## src/design/mic_pkg.sv

```systemverilog
// Package: register map, reset values, source codes and sequence lengths
package mic_pkg;
   localparam int N_EXT = 4;
   localparam int N_WAKE = 6;
   localparam int N_PER = 8;
   localparam int N_SRC = 15;

   // Register byte offsets on the APB side
   localparam logic [7:0] OFS_EXT_EDGE = 8'h00;
   localparam logic [7:0] OFS_WAKE_EDGE = 8'h04;
   localparam logic [7:0] OFS_PORT_A = 8'h08;
   localparam logic [7:0] OFS_PORT_B = 8'h0c;
   localparam logic [7:0] OFS_EXT_FLAG = 8'h10;
   localparam logic [7:0] OFS_WAKE_FLAG = 8'h14;
   localparam logic [7:0] OFS_IRQ_EN = 8'h18;
   localparam logic [7:0] OFS_PER_FLAG = 8'h1c;
   localparam logic [7:0] OFS_PER_EN = 8'h20;
   localparam logic [7:0] OFS_BRK_CTRL = 8'h24;
   localparam logic [7:0] OFS_BRK_STAT = 8'h28;
   localparam logic [7:0] OFS_BRK_ADDR = 8'h2c;
   localparam logic [7:0] OFS_BRK_DATA = 8'h30;
   localparam logic [7:0] OFS_STATUS = 8'h34;

   // Field positions
   localparam int WAKE_EN_BIT = 5;
   localparam int BRK_DCMP_BIT = 2;
   localparam int BRK_EN_BIT = 7;
   localparam logic [1:0] WAKE_FLAG_RSVD = 2'h3;

   // Reset values
   localparam logic [3:0] RST_EXT = 4'h0;
   localparam logic [5:0] RST_WAKE = 6'h00;
   localparam logic [7:0] RST_PER = 8'h00;
   localparam logic [7:0] RST_BRK_CTRL = 8'h00;
   localparam logic [15:0] RST_WORD = 16'h0000;
   localparam logic RST_I_MASK = 1'b1;

   // Source codes, lowest code wins arbitration
   localparam logic [3:0] SRC_NMI = 4'h0;
   localparam logic [3:0] SRC_BRK = 4'h1;
   localparam logic [3:0] SRC_EXT0 = 4'h2;
   localparam logic [3:0] SRC_WAKE = 4'h6;
   localparam logic [3:0] SRC_PER0 = 4'h7;

   // Vector table base, one word per source
   localparam logic [15:0] VEC_BASE = 16'h0010;

   // Exception sequence lengths in states (one state is one clock)
   localparam int STACK_STATES = 4;
   localparam int VEC_STATES = 2;
   localparam int FETCH_STATES = 4;
   localparam int INTERNAL_STATES = 4;
   localparam logic [2:0] CNT_ZERO = 3'h0;

   typedef enum logic [2:0] {
      MIC_IDLE, MIC_STACK, MIC_VECTOR, MIC_FETCH, MIC_INTERNAL
   } mic_state_e;
endpackage

```

## src/design/mic_intc.sv

```systemverilog
// Interrupt controller with exception sequencer and APB register file
//
// Behaviour
// - Four external request pins, own vectors, per-pin rising or falling edge.
// - Enabled pin function plus selected edge sets that pin's flag.
// - Accepting an external pin request sets the global mask bit.
// - Each external request has its own enable bit.
// - Six wake-up pins share one vector, each with own edge select.
// - Enabled wake-up pin function plus selected edge sets its wake flag.
// - One common enable bit masks all six wake-up requests.
// - Peripheral request sets its flag; enable bit at zero masks it.
// - Request forwarded only if non-maskable or its enable bit is one.
// - Only the highest-priority request is presented; others stay pending.
// - NMI and break ignore mask bit; others need mask bit clear.
// - Accept at instruction end, then push PC and CONDITION_CODE_REG.
// - Mask bit set on acceptance, before stacking; return restores saved mask bit.
// - Fetch handler address from the source's vector, load PC.
// - Sequence takes 4 stacking, 2 vector, 4 fetch, 4 internal states.
// - After reset nothing, not even NMI, is accepted before first instruction.
// - Word accesses, stack included, force address bit zero to zero.
// - Break unit raises request when its programmed bus condition holds.
// - External and wake flags clear only by software writing zero.
// - NMI raised by falling edge on its pin, highest priority.
`timescale 1ns/10ps
`default_nettype none
module mic_intc (
   input wire logic clock,
   input wire logic rst,
   input wire logic psel,
   input wire logic penable,
   input wire logic pwrite,
   input wire logic [7:0] paddr,
   input wire logic [31:0] pwdata,
   output logic [31:0] prdata,
   output logic pready,
   output logic pslverr,
   input wire logic nmi_pin_n,
   input wire logic [mic_pkg::N_EXT-1:0] ext_req_pin,
   input wire logic [mic_pkg::N_WAKE-1:0] wake_pin,
   input wire logic [mic_pkg::N_PER-1:0] periph_req,
   input wire logic [15:0] bus_addr,
   input wire logic [15:0] bus_data,
   input wire logic bus_exec,
   input wire logic bus_rd,
   input wire logic bus_wr,
   input wire logic instr_done,
   input wire logic [15:0] core_pc,
   input wire logic [7:0] core_ccr,
   input wire logic [15:0] core_sp,
   input wire logic rte_done,
   input wire logic rte_ccr_i,
   input wire logic ccr_i_wr,
   input wire logic ccr_i_val,
   input wire logic [15:0] vec_rdata,
   output logic i_mask,
   output logic exc_busy,
   output logic [3:0] active_src,
   output logic stack_we,
   output logic [15:0] stack_addr,
   output logic [15:0] stack_wdata,
   output logic vec_rd,
   output logic [15:0] vec_addr,
   output logic pc_load,
   output logic [15:0] pc_value
);
   import mic_pkg::*;

   // APB decode
   logic setup;
   logic access;
   logic wr;
   logic hit;
   logic [31:0] rd_mux;

   // Configuration
   logic [3:0] ext_edge_select_reg;
   logic [5:0] wake_edge_select_reg;
   logic [3:0] port_func_reg_a;
   logic [5:0] port_func_reg_b;
   logic [3:0] ext_enable_reg;
   logic wake_common_enable;
   logic [7:0] per_en_reg;
   logic [7:0] brk_ctrl_reg;
   logic [15:0] brk_addr_reg;
   logic [15:0] brk_data_reg;

   // Flags
   logic [3:0] ext_request_flag_reg;
   logic [3:0] ext_request_flag_next;
   logic [5:0] wake_flag_reg;
   logic [5:0] wake_flag_next;
   logic [7:0] per_flag_reg;
   logic [7:0] per_flag_next;
   logic brk_flag_reg;
   logic nmi_pend_reg;

   // Pin synchronisers, third stage for edge history
   logic [3:0] ext_s1, ext_s2, ext_s3;
   logic [5:0] wake_s1, wake_s2, wake_s3;
   logic nmi_s1, nmi_s2, nmi_s3;
   logic [3:0] ext_edge;
   logic [5:0] wake_edge;
   logic nmi_fall;
   logic brk_match;

   // Arbitration and sequencing
   logic [N_SRC-1:0] req;
   logic [N_SRC-1:0] eligible;
   logic any_req;
   logic [3:0] win_src;
   logic accept;
   logic boot_done_reg;
   logic i_mask_reg;
   mic_state_e state_reg;
   logic [2:0] cnt_reg;
   logic [3:0] src_reg;
   logic [15:0] sp_reg;
   logic [15:0] pc_save_reg;
   logic [7:0] ccr_save_reg;

   assign setup = psel & ~penable;
   assign access = psel & penable & pready;
   assign wr = access & pwrite & hit;

   always_comb begin
      hit = 1'b1;
      rd_mux = 32'h0;
      unique case (paddr)
         OFS_EXT_EDGE: rd_mux = {28'h0, ext_edge_select_reg};
         OFS_WAKE_EDGE: rd_mux = {26'h0, wake_edge_select_reg};
         OFS_PORT_A: rd_mux = {28'h0, port_func_reg_a};
         OFS_PORT_B: rd_mux = {26'h0, port_func_reg_b};
         OFS_EXT_FLAG: rd_mux = {28'h0, ext_request_flag_reg};
         OFS_WAKE_FLAG: rd_mux = {24'h0, WAKE_FLAG_RSVD, wake_flag_reg};
         OFS_IRQ_EN: rd_mux = {26'h0, wake_common_enable, 1'b0,
            ext_enable_reg};
         OFS_PER_FLAG: rd_mux = {24'h0, per_flag_reg};
         OFS_PER_EN: rd_mux = {24'h0, per_en_reg};
         OFS_BRK_CTRL: rd_mux = {24'h0, brk_ctrl_reg};
         OFS_BRK_STAT: rd_mux = {31'h0, brk_flag_reg};
         OFS_BRK_ADDR: rd_mux = {16'h0, brk_addr_reg};
         OFS_BRK_DATA: rd_mux = {16'h0, brk_data_reg};
         OFS_STATUS: rd_mux = {23'h0, boot_done_reg, src_reg, 2'h0,
            exc_busy, i_mask_reg};
         default: hit = 1'b0;
      endcase
   end

   // Zero wait state: pready rises in the first access cycle
   always_ff @(posedge clock) begin
      if (rst) begin
         pready <= 1'b0;
         pslverr <= 1'b0;
         prdata <= 32'h0;
      end else begin
         pready <= setup;
         pslverr <= setup & ~hit;
         if (setup) begin
            prdata <= (pwrite | ~hit) ? 32'h0 : rd_mux;
         end
      end
   end

   always_ff @(posedge clock) begin
      if (rst) begin
         ext_edge_select_reg <= RST_EXT;
         wake_edge_select_reg <= RST_WAKE;
         port_func_reg_a <= RST_EXT;
         port_func_reg_b <= RST_WAKE;
         ext_enable_reg <= RST_EXT;
         wake_common_enable <= 1'b0;
         per_en_reg <= RST_PER;
         brk_ctrl_reg <= RST_BRK_CTRL;
         brk_addr_reg <= RST_WORD;
         brk_data_reg <= RST_WORD;
      end else if (wr) begin
         unique case (paddr)
            OFS_EXT_EDGE: ext_edge_select_reg <= pwdata[3:0];
            OFS_WAKE_EDGE: wake_edge_select_reg <= pwdata[5:0];
            OFS_PORT_A: port_func_reg_a <= pwdata[3:0];
            OFS_PORT_B: port_func_reg_b <= pwdata[5:0];
            OFS_IRQ_EN: begin
               ext_enable_reg <= pwdata[3:0];
               wake_common_enable <= pwdata[WAKE_EN_BIT];
            end
            OFS_PER_EN: per_en_reg <= pwdata[7:0];
            OFS_BRK_CTRL: brk_ctrl_reg <= pwdata[7:0];
            OFS_BRK_ADDR: brk_addr_reg <= pwdata[15:0];
            OFS_BRK_DATA: brk_data_reg <= pwdata[15:0];
            default: ;
         endcase
      end
   end

   // Pins come from outside: two flops before any logic looks at them
   always_ff @(posedge clock) begin
      if (rst) begin
         ext_s1 <= 4'h0;
         ext_s2 <= 4'h0;
         ext_s3 <= 4'h0;
         wake_s1 <= 6'h00;
         wake_s2 <= 6'h00;
         wake_s3 <= 6'h00;
         nmi_s1 <= 1'b1;
         nmi_s2 <= 1'b1;
         nmi_s3 <= 1'b1;
      end else begin
         ext_s1 <= ext_req_pin;
         ext_s2 <= ext_s1;
         ext_s3 <= ext_s2;
         wake_s1 <= wake_pin;
         wake_s2 <= wake_s1;
         wake_s3 <= wake_s2;
         nmi_s1 <= nmi_pin_n;
         nmi_s2 <= nmi_s1;
         nmi_s3 <= nmi_s2;
      end
   end

   // Edge select 1 means rising edge
   assign ext_edge = port_func_reg_a &
      ((ext_edge_select_reg & ext_s2 & ~ext_s3) |
       (~ext_edge_select_reg & ~ext_s2 & ext_s3));
   assign wake_edge = port_func_reg_b &
      ((wake_edge_select_reg & wake_s2 & ~wake_s3) |
       (~wake_edge_select_reg & ~wake_s2 & wake_s3));
   assign nmi_fall = ~nmi_s2 & nmi_s3;

   // Break: exec at address, or read/write access with optional data match
   always_comb begin
      brk_match = 1'b0;
      if (bus_addr == brk_addr_reg) begin
         unique case (brk_ctrl_reg[1:0])
            2'h0: brk_match = bus_exec;
            2'h1: brk_match = bus_rd;
            2'h2: brk_match = bus_wr;
            2'h3: brk_match = bus_rd | bus_wr;
         endcase
         if (brk_ctrl_reg[1:0] != 2'h0 && brk_ctrl_reg[BRK_DCMP_BIT] &&
             bus_data != brk_data_reg) begin
            brk_match = 1'b0;
         end
      end
   end

   // Software clears by writing 0; a new edge in that cycle still sets
   always_comb begin
      ext_request_flag_next = ext_request_flag_reg;
      wake_flag_next = wake_flag_reg;
      per_flag_next = per_flag_reg;
      if (wr && paddr == OFS_EXT_FLAG) begin
         ext_request_flag_next = ext_request_flag_reg & pwdata[3:0];
      end
      if (wr && paddr == OFS_WAKE_FLAG) begin
         wake_flag_next = wake_flag_reg & pwdata[5:0];
      end
      if (wr && paddr == OFS_PER_FLAG) begin
         per_flag_next = per_flag_reg & pwdata[7:0];
      end
      ext_request_flag_next = ext_request_flag_next | ext_edge;
      wake_flag_next = wake_flag_next | wake_edge;
      per_flag_next = per_flag_next | periph_req;
   end

   always_ff @(posedge clock) begin
      if (rst) begin
         ext_request_flag_reg <= RST_EXT;
         wake_flag_reg <= RST_WAKE;
         per_flag_reg <= RST_PER;
         brk_flag_reg <= 1'b0;
         nmi_pend_reg <= 1'b0;
      end else begin
         ext_request_flag_reg <= ext_request_flag_next;
         wake_flag_reg <= wake_flag_next;
         per_flag_reg <= per_flag_next;
         if (brk_match) begin
            brk_flag_reg <= 1'b1;
         end else if (wr && paddr == OFS_BRK_STAT && !pwdata[0]) begin
            brk_flag_reg <= 1'b0;
         end
         // NMI has no software flag; acceptance consumes it
         if (nmi_fall) begin
            nmi_pend_reg <= 1'b1;
         end else if (accept && win_src == SRC_NMI) begin
            nmi_pend_reg <= 1'b0;
         end
      end
   end

   // Flags stay presented until cleared or disabled
   assign req = {per_flag_reg & per_en_reg,
                 (|wake_flag_reg) & wake_common_enable,
                 ext_request_flag_reg & ext_enable_reg,
                 brk_flag_reg & brk_ctrl_reg[BRK_EN_BIT],
                 nmi_pend_reg};
   assign eligible = req & {{(N_SRC-2){~i_mask_reg}}, 2'h3};

   // Fixed priority: lowest code wins
   always_comb begin
      any_req = 1'b0;
      win_src = SRC_NMI;
      for (int k = N_SRC - 1; k >= 0; k--) begin
         if (eligible[k]) begin
            any_req = 1'b1;
            win_src = 4'(k);
         end
      end
   end

   // Only at an instruction boundary, never before the first one ends
   assign accept = (state_reg == MIC_IDLE) && instr_done && boot_done_reg &&
      any_req;

   always_ff @(posedge clock) begin
      if (rst) begin
         boot_done_reg <= 1'b0;
      end else if (instr_done) begin
         boot_done_reg <= 1'b1;
      end
   end

   // Acceptance outranks a return or a software write in the same cycle
   // Output copy shares the update so the pin never lags the arbiter
   always_ff @(posedge clock) begin
      if (rst) begin
         i_mask_reg <= RST_I_MASK;
         i_mask <= RST_I_MASK;
      end else if (accept) begin
         i_mask_reg <= 1'b1;
         i_mask <= 1'b1;
      end else if (rte_done) begin
         i_mask_reg <= rte_ccr_i;
         i_mask <= rte_ccr_i;
      end else if (ccr_i_wr) begin
         i_mask_reg <= ccr_i_val;
         i_mask <= ccr_i_val;
      end
   end

   always_ff @(posedge clock) begin
      if (rst) begin
         state_reg <= MIC_IDLE;
         cnt_reg <= CNT_ZERO;
         src_reg <= SRC_NMI;
         sp_reg <= RST_WORD;
         pc_save_reg <= RST_WORD;
         ccr_save_reg <= 8'h00;
      end else begin
         cnt_reg <= cnt_reg + 3'h1;
         unique case (state_reg)
            MIC_IDLE: begin
               cnt_reg <= CNT_ZERO;
               if (accept) begin
                  state_reg <= MIC_STACK;
                  src_reg <= win_src;
                  sp_reg <= core_sp & 16'hfffe;
                  pc_save_reg <= core_pc;
                  ccr_save_reg <= core_ccr;
               end
            end
            MIC_STACK: begin
               if (cnt_reg == 3'(STACK_STATES - 1)) begin
                  state_reg <= MIC_VECTOR;
                  cnt_reg <= CNT_ZERO;
               end
            end
            MIC_VECTOR: begin
               if (cnt_reg == 3'(VEC_STATES - 1)) begin
                  state_reg <= MIC_FETCH;
                  cnt_reg <= CNT_ZERO;
               end
            end
            MIC_FETCH: begin
               if (cnt_reg == 3'(FETCH_STATES - 1)) begin
                  state_reg <= MIC_INTERNAL;
                  cnt_reg <= CNT_ZERO;
               end
            end
            MIC_INTERNAL: begin
               if (cnt_reg == 3'(INTERNAL_STATES - 1)) begin
                  state_reg <= MIC_IDLE;
                  cnt_reg <= CNT_ZERO;
               end
            end
         endcase
      end
   end

   // Bus side of the sequence, all outputs registered
   always_ff @(posedge clock) begin
      if (rst) begin
         stack_we <= 1'b0;
         stack_addr <= RST_WORD;
         stack_wdata <= RST_WORD;
         vec_rd <= 1'b0;
         vec_addr <= RST_WORD;
         pc_load <= 1'b0;
         pc_value <= RST_WORD;
         exc_busy <= 1'b0;
         active_src <= SRC_NMI;
      end else begin
         stack_we <= 1'b0;
         vec_rd <= 1'b0;
         pc_load <= 1'b0;
         exc_busy <= (state_reg != MIC_IDLE) || accept;
         active_src <= accept ? win_src : src_reg;
         if (state_reg == MIC_STACK && cnt_reg == CNT_ZERO) begin
            stack_we <= 1'b1;
            stack_addr <= sp_reg - 16'h0002;
            stack_wdata <= pc_save_reg;
         end
         if (state_reg == MIC_STACK && cnt_reg == 3'h2) begin
            stack_we <= 1'b1;
            stack_addr <= sp_reg - 16'h0004;
            stack_wdata <= {ccr_save_reg, ccr_save_reg};
         end
         if (state_reg == MIC_VECTOR && cnt_reg == CNT_ZERO) begin
            vec_rd <= 1'b1;
            vec_addr <= VEC_BASE + {11'h0, src_reg, 1'b0};
         end
         if (state_reg == MIC_VECTOR && cnt_reg == 3'h1) begin
            pc_value <= vec_rdata & 16'hfffe;
         end
         if (state_reg == MIC_INTERNAL &&
             cnt_reg == 3'(INTERNAL_STATES - 1)) begin
            pc_load <= 1'b1;
         end
      end
   end
endmodule // mic_intc
`default_nettype wire

```

## config.mk

```make
export PLATFORM = sky130hd
export DESIGN_NAME = mic_intc
export DESIGN_NICKNAME = d
export VERILOG_FILES = /design/src/design/mic_pkg.sv /design/src/design/mic_intc.sv
export SDC_FILE = /design/constraint.sdc
export NUM_CORES = 1
export LEC_CHECK = 0
export ABC_AREA = 0
export BUFFER_PORTS_ARGS = -buffer_cell sky130_fd_sc_hd__buf_2
export CAP_MARGIN = 20
export CORE_UTILIZATION = 41
export DETAILED_ROUTE_END_ITERATION = 16
export PLACE_DENSITY = 0.66
export SYNTH_ARGS = -nofsm -noshare
export SYNTH_HDL_FRONTEND = slang
export SYNTH_SLANG_ARGS = --single-unit
export TNS_END_PERCENT = 50
```

## constraint.sdc

```tcl
create_clock -name clock -period 1.8 [get_ports clock]
set_input_delay 0.27 -clock clock [delete_from_list [all_inputs] [get_ports clock]]
set_output_delay 0.27 -clock clock [all_outputs]
set_load 0.05 [all_outputs]
```

# Yosys cells after proc, flatten, opt, wreduce, memory -nomap -nowiden
# Cells that the tools add are included.
[totals]
inputBits = 160
output_inout_bits = 107
rom_bits = 0
word_cells = 227
mem_count = 0
ram_bits = 0
latch_bits = 0
ff_bits = 282
[classes]
shift = 0
n_mul = 0
eq_ne = 30
add_sub_neg = 4
n_reduce_logical = 44
div = 0
bitwise = 42
order_cmp = 0
n_mux = 63
[ops]
columns = ["cell", "count"]
rows = [
  ["case mux 16 bit (14 select lines)", 1],
  ["two-way mux 4 bit", 17],
  ["two-way mux 16 bit", 4],
  ["== test 8 x 6 -> 1 bit (second input constant)", 6],
  ["AND 6 bit", 6],
  ["== test 8 x 5 -> 1 bit (second input constant)", 4],
  ["two-way mux 32 bit", 1],
  ["AND 4 bit", 7],
  ["two-way mux 1 bit", 28],
  ["two-way mux 3 bit", 7],
  ["AND reduction 2 bit", 10],
  ["NOT 6 bit", 3],
  ["AND 8 bit", 2],
  ["== test 16 bit", 1],
  ["== test 8 x 4 -> 1 bit (second input constant)", 2],
  ["logical AND 1 bit", 16],
  ["!= test 16 bit", 1],
  ["subtractor 16 x 2 -> 16 bit (second input constant)", 1],
  ["subtractor 16 x 3 -> 16 bit (second input constant)", 1],
  ["AND 15 bit", 1],
  ["case mux 3 bit (5 select lines)", 1],
  ["OR reduction 14 bit", 1],
  ["== test 3 x 2 -> 1 bit (second input constant)", 4],
  ["NOT 4 bit", 3],
  ["30 further kinds", 55],
]

# Logic depth before layout (Yosys ltp)
[logic_depth]
word_depth = 22
mapped_depth = 9

# Least setup slack after synthesis
# Ideal clock, no wire load.
[synth_path]
path_kind = "register to register"
start = "register i_mask_reg"
end = "register pc_save_reg[10]"
n_path_buf = 2
synth_period_minus_slack_ns = 2.190
slack_ns = -0.390
path_stages_with_launch = 7
t_arrival_ns = 2.075
path_cell_list = "dfxtp_1 clkbuf_1 a21oi_1 nor4_4 clkbuf_1 nor4b_1 a31o_1"
[synth_via]
elab_chain_len = 19
[synth_lines]
columns = ["element", "line", "source"]
rows = [
  ["from (decl)", "mic_intc.sv:113", "logic i_mask_reg;"],
  ["from (signal assigned)", "mic_intc.sv:332", "i_mask_reg <= rte_ccr_i;"],
  ["from (signal assigned)", "mic_intc.sv:335", "i_mask_reg <= ccr_i_val;"],
  ["NOT 1 bit *", "mic_intc.sv:296", "assign eligible = req & {{(N_SRC-2){~i_mask_reg}}, 2'h3};"],
  ["AND 15 bit *", "mic_intc.sv:296", ""],
  ["two-way mux 1 bit (12 in series)", "mic_intc.sv:303", "if (eligible[k]) begin"],
  ["two-way mux 1 bit * (3 in series)", "mic_intc.sv:303", ""],
  ["logical AND 1 bit *", "mic_intc.sv:311", "assign accept = (state_reg == MIC_IDLE) && instr_done && boot_done_reg &&"],
  ["AND reduction 2 bit (no line) *", "--", ""],
  ["to (signal assigned)", "mic_intc.sv:357", "pc_save_reg <= core_pc;"],
  ["to (decl)", "mic_intc.sv:118", "logic [15:0] pc_save_reg;"],
]
# Mark *: on every way between the ends. The rest lies on a longest branch, timed or not.
# A chain may end at the register's enable or synchronous reset.

# Worst setup path in the final report
[layout_path]
start = "register per_en_reg[7]"
end = "register sp_reg[5]"
[layout_via]
elab_chain_len = 19
[layout_lines]
columns = ["element", "line", "source"]
rows = [
  ["from (decl)", "mic_intc.sv:82", "logic [7:0] per_en_reg;"],
  ["from (signal assigned)", "mic_intc.sv:186", "OFS_PER_EN: per_en_reg <= pwdata[7:0];"],
  ["AND 8 bit", "mic_intc.sv:291", "assign req = {per_flag_reg & per_en_reg,"],
  ["AND 15 bit", "mic_intc.sv:296", ""],
  ["two-way mux 1 bit (15 in series)", "mic_intc.sv:303", ""],
  ["logical AND 1 bit", "mic_intc.sv:311", ""],
  ["AND reduction 2 bit (no line)", "--", ""],
  ["to (signal assigned)", "mic_intc.sv:356", "sp_reg <= core_sp & 16'hfffe;"],
  ["to (decl)", "mic_intc.sv:117", "logic [15:0] sp_reg;"],
]
# Every way passes these cells.

==> flow_summary.ini <==
[critical_path]
worst_ep_arrival_time_ps = 2370
worstReg2RegStart = per_en_reg[7]
timing.critical_path.required_ps = 2230
launching_element_type_of_the_critical_path = register
cp-end-kind = register
r2r-end = sp_reg[5]
critical_path_class = reg -> reg
timing.reg2reg.worst_path_depth = 7
rrSetupSlack_ps = -140
cp_max_fo = 20

[routing]
final_antenna_net_count = 0
drtIter0Drc = 1275
post_drt_wl_per_cell_um = 18.04
via_per_inst = 5.506
route.final.wire_length_um = 37310
highest_layer = met4
drc = 0
met2RoutedLength_um = 16740
via_total_after_detailed_routing = 11390
drt_first_pass_iters = 6
routed-wl-met3_um = 3460
wirelength_met1_um = 16040

[power]
vdd_drop_max_mv = 0.6736
clock_power_share = 0.469
power_frac_comb = 0.084
static-leakage-power_nw = 6.230
switching_power_mw = 3.135
fraction_of_power_spent_switching_nets = 0.2449
power_density_mw_per_mm2 = 826.7
pwr-share-seq = 0.447
power.internal_mw = 9.669

[timing]
layout_min_cycle_time_ps = 1941
worst_pin_slew_ps = 695.5
upper_clock_frequency_limit_ghz = 0.5152
setup_viol_count_final = 51
rsz_0062_raised_after_global_routing = true
timing.slew.headroom = 0.5363
timing_hold_violations_final = 0
finalWorstSetupSlack_ps = -141.1
min_period_over_period = 1.078
slew_violations = 0
finClkSkew_ps = 24.65
hold_slack_ps = 18.25

[clock_network]
master_cell_of_the_clock_root_buffer = sky130_fd_sc_hd__clkbuf_16
cts-root-to-sink-buffers = 3
cts_htree_levels = 1
clock_tree_from_tritoncts = built
cts.sinks = 254
clock_network_latency_to_the_later_pin_of_the_worst_skew_pair_ps = 560
total_cts_buffers = 28
clk_pin_slew_ps = 60

[final_layout]
final_cell_mix = 243 x sky130_fd_sc_hd__dfxtp_1, 218 x sky130_fd_sc_hd__buf_2, 200 x sky130_fd_sc_hd__nand2_1
layout-drive-gt1-share = 0.2973
design.final.nets = 1842
postLayoutCoreUtil = 0.5699
layout_commonest_cell = sky130_fd_sc_hd__dfxtp_1
flow.area_growth_from_synthesis_pct = 35.15

[grt]
first_pass_grt_wire_length_um = 57340
antenna_violations_before_repair = 1
largest_net_degree_at_the_start_of_global_routing = 86
grt_usage = 0.2515
gr_ovfl_total = 0
first_global_vias = 10750

[logic_synthesis]
ys_seq_elements = 254
postSynthCellCount = 1335
synth.top_cell.area_share = 0.4437
synthesis.yosys.warnings = 0
synth_cell_types = 79
synth.yosys.seq_area_share = 0.4437
post_synth_instance_area_mm2 = 0.01146
synth_top_cell_by_area = sky130_fd_sc_hd__dfxtp_1
async_flop_share = 0
syn-mean-instance-area_um2 = 8.584
number_of_enable_type_register_cells_in_the_synthesized_netlist = 0
netlist_top_cells_area = sky130_fd_sc_hd__dfxtp_1 44%, sky130_fd_sc_hd__nand2_1 6.6%, sky130_fd_sc_hd__a21oi_1 5.6%, sky130_fd_sc_hd__nor4b_1 3.2%, sky130_fd_sc_hd__nand3_1 3.1%
dominantRegCellSynth = sky130_fd_sc_hd__dfxtp_1

[run]
max-cap-violations = 0

[placed_design]
place_hpwl_um = 25190
gp_routability_congestion = 0.9499
port_buffers = 219

[floorplan]
fp.dieArea_mm2 = 0.02862
pin_count = 267
die_width_um = 169.2
die_h_um = 169.2
fp.coreArea_mm2 = 0.02718
floorplan.initialDensity = 0.4217
core.rowCount = 60

[worst_hold_path]
timing.hold.worst_path_depth = 3
timing.hold.worst.class = in -> reg
worst_hold_startpoint = periph_req[3]
timing.hold.worst_endpoint = per_flag_reg[3]

[outcome]
run_status = finished, violations left
failed_checks = negative setup slack
[how the worst max path moves through the flow]
stage                           from         endpoint  slack, ps  depth (start not counted)
finish                 per_en_reg[7]        sp_reg[5]       -140                          7
global route           per_en_reg[7]        sp_reg[7]       -250                          7
CTS                 wake_flag_reg[0]        sp_reg[5]       -140                          7
detailed placement  wake_flag_reg[3]   pc_save_reg[8]       -220                          6
global placement    wake_flag_reg[3]  ccr_save_reg[1]       -170                          6
floorplan                  sp_reg[4]   stack_addr[11]        -30                          6
[area by class of cell]
type	instances	area (µm²)
Sequential cell	254	5101
Tap cell	372	465.4
Antenna cell	1	2.502
Clock buffer	36	800.8
Multi-Input combinational cell	961	6022
Fill cell	2477	11690
Clock inverter	16	176.4
Timing Repair Buffer	409	2848
Inverter	19	71.32
[cells in the mapped netlist (21+ instances only)]
cell and instances:
sky130_fd_sc_hd__dfxtp_1 254, sky130_fd_sc_hd__o21ai_0 53, sky130_fd_sc_hd__nor2b_1 37, sky130_fd_sc_hd__xnor2_1 27, sky130_fd_sc_hd__a21oi_1 128, sky130_fd_sc_hd__clkbuf_1 72
sky130_fd_sc_hd__nor4b_1 42, sky130_fd_sc_hd__a31o_1 26, sky130_fd_sc_hd__buf_4 34, sky130_fd_sc_hd__nand2_1 201, sky130_fd_sc_hd__a22oi_1 21, sky130_fd_sc_hd__nor2_1 76
sky130_fd_sc_hd__nand3_1 70
[repair_timing]
action | in CTS | in global routing
setup endpoints to repair | 75 | 93
setup buffers | 4 | 6
pin swaps | 4 | 19
resized for setup | 27 | 38
hold endpoints to repair | 47 | 0
hold buffers | 39 | 0
cloned | 2 | 3
[logic make-up after synthesis]
group / after synthesis / synth area share
buf+inv: 149 / 0.06212
compound gates: 340 / 0.1947
mux: 22 / 0.02271
flops: 254 / 0.4437
other cells: 1 / 0.0003272
xor+xnor: 42 / 0.03210
fa+ha+maj: 9 / 0.009827
simple gates: 518 / 0.2345
[critical path, stage by stage, from the launching register on]
cell and delay (ps):
sky130_fd_sc_hd__dfxtp_2 320, sky130_fd_sc_hd__a222oi_1 430, sky130_fd_sc_hd__a31oi_2 200, sky130_fd_sc_hd__nor4_4 200, sky130_fd_sc_hd__buf_4 190, sky130_fd_sc_hd__buf_12 160, sky130_fd_sc_hd__nor4b_1 70, sky130_fd_sc_hd__a31o_2 230
[per-stage QoR]
stage               area, µm²  setup slack [ps]  instances  setup TNS [ps]  total power [mW]
floorplan               11590            -27.30       1363          -296.4             6.439
global route            15490            -249.5       2068          -11050             13.20
CTS                     15230            -143.5       2058           -5572             12.86
global placement        13660            -170.0       1961           -9408             6.799
finish                  15490            -141.1       2068           -4909             12.80
detailed placement      13660            -217.0       1961          -11660             6.804
[per-layer routing]
layer | vias to the layer above | global-route usage
li1 | 5430 | -
met1 | 5329 | 0.3431
met2 | 549 | 0.3915
met3 | 78 | 0.05854
met4 | 0 | 0.08069
met5 | - | 0
[power groups by stage]
| stage | logic (mW) | registers, mW | clock network, mW |
|---|---|---|---|
| 3_3_place_gp | 0.952 | 5.85 | 0 |
| 6_report | 1.08 | 5.73 | 6.00 |
| 4_1_cts | 1.04 | 5.72 | 6.09 |
| 5_1_grt | 1.15 | 5.73 | 6.32 |
| 3_5_place_dp | 0.956 | 5.85 | 0 |
| 2_1_floorplan | 0.565 | 5.87 | 0 |
Note: power is estimated with default switching activity, not from simulation.
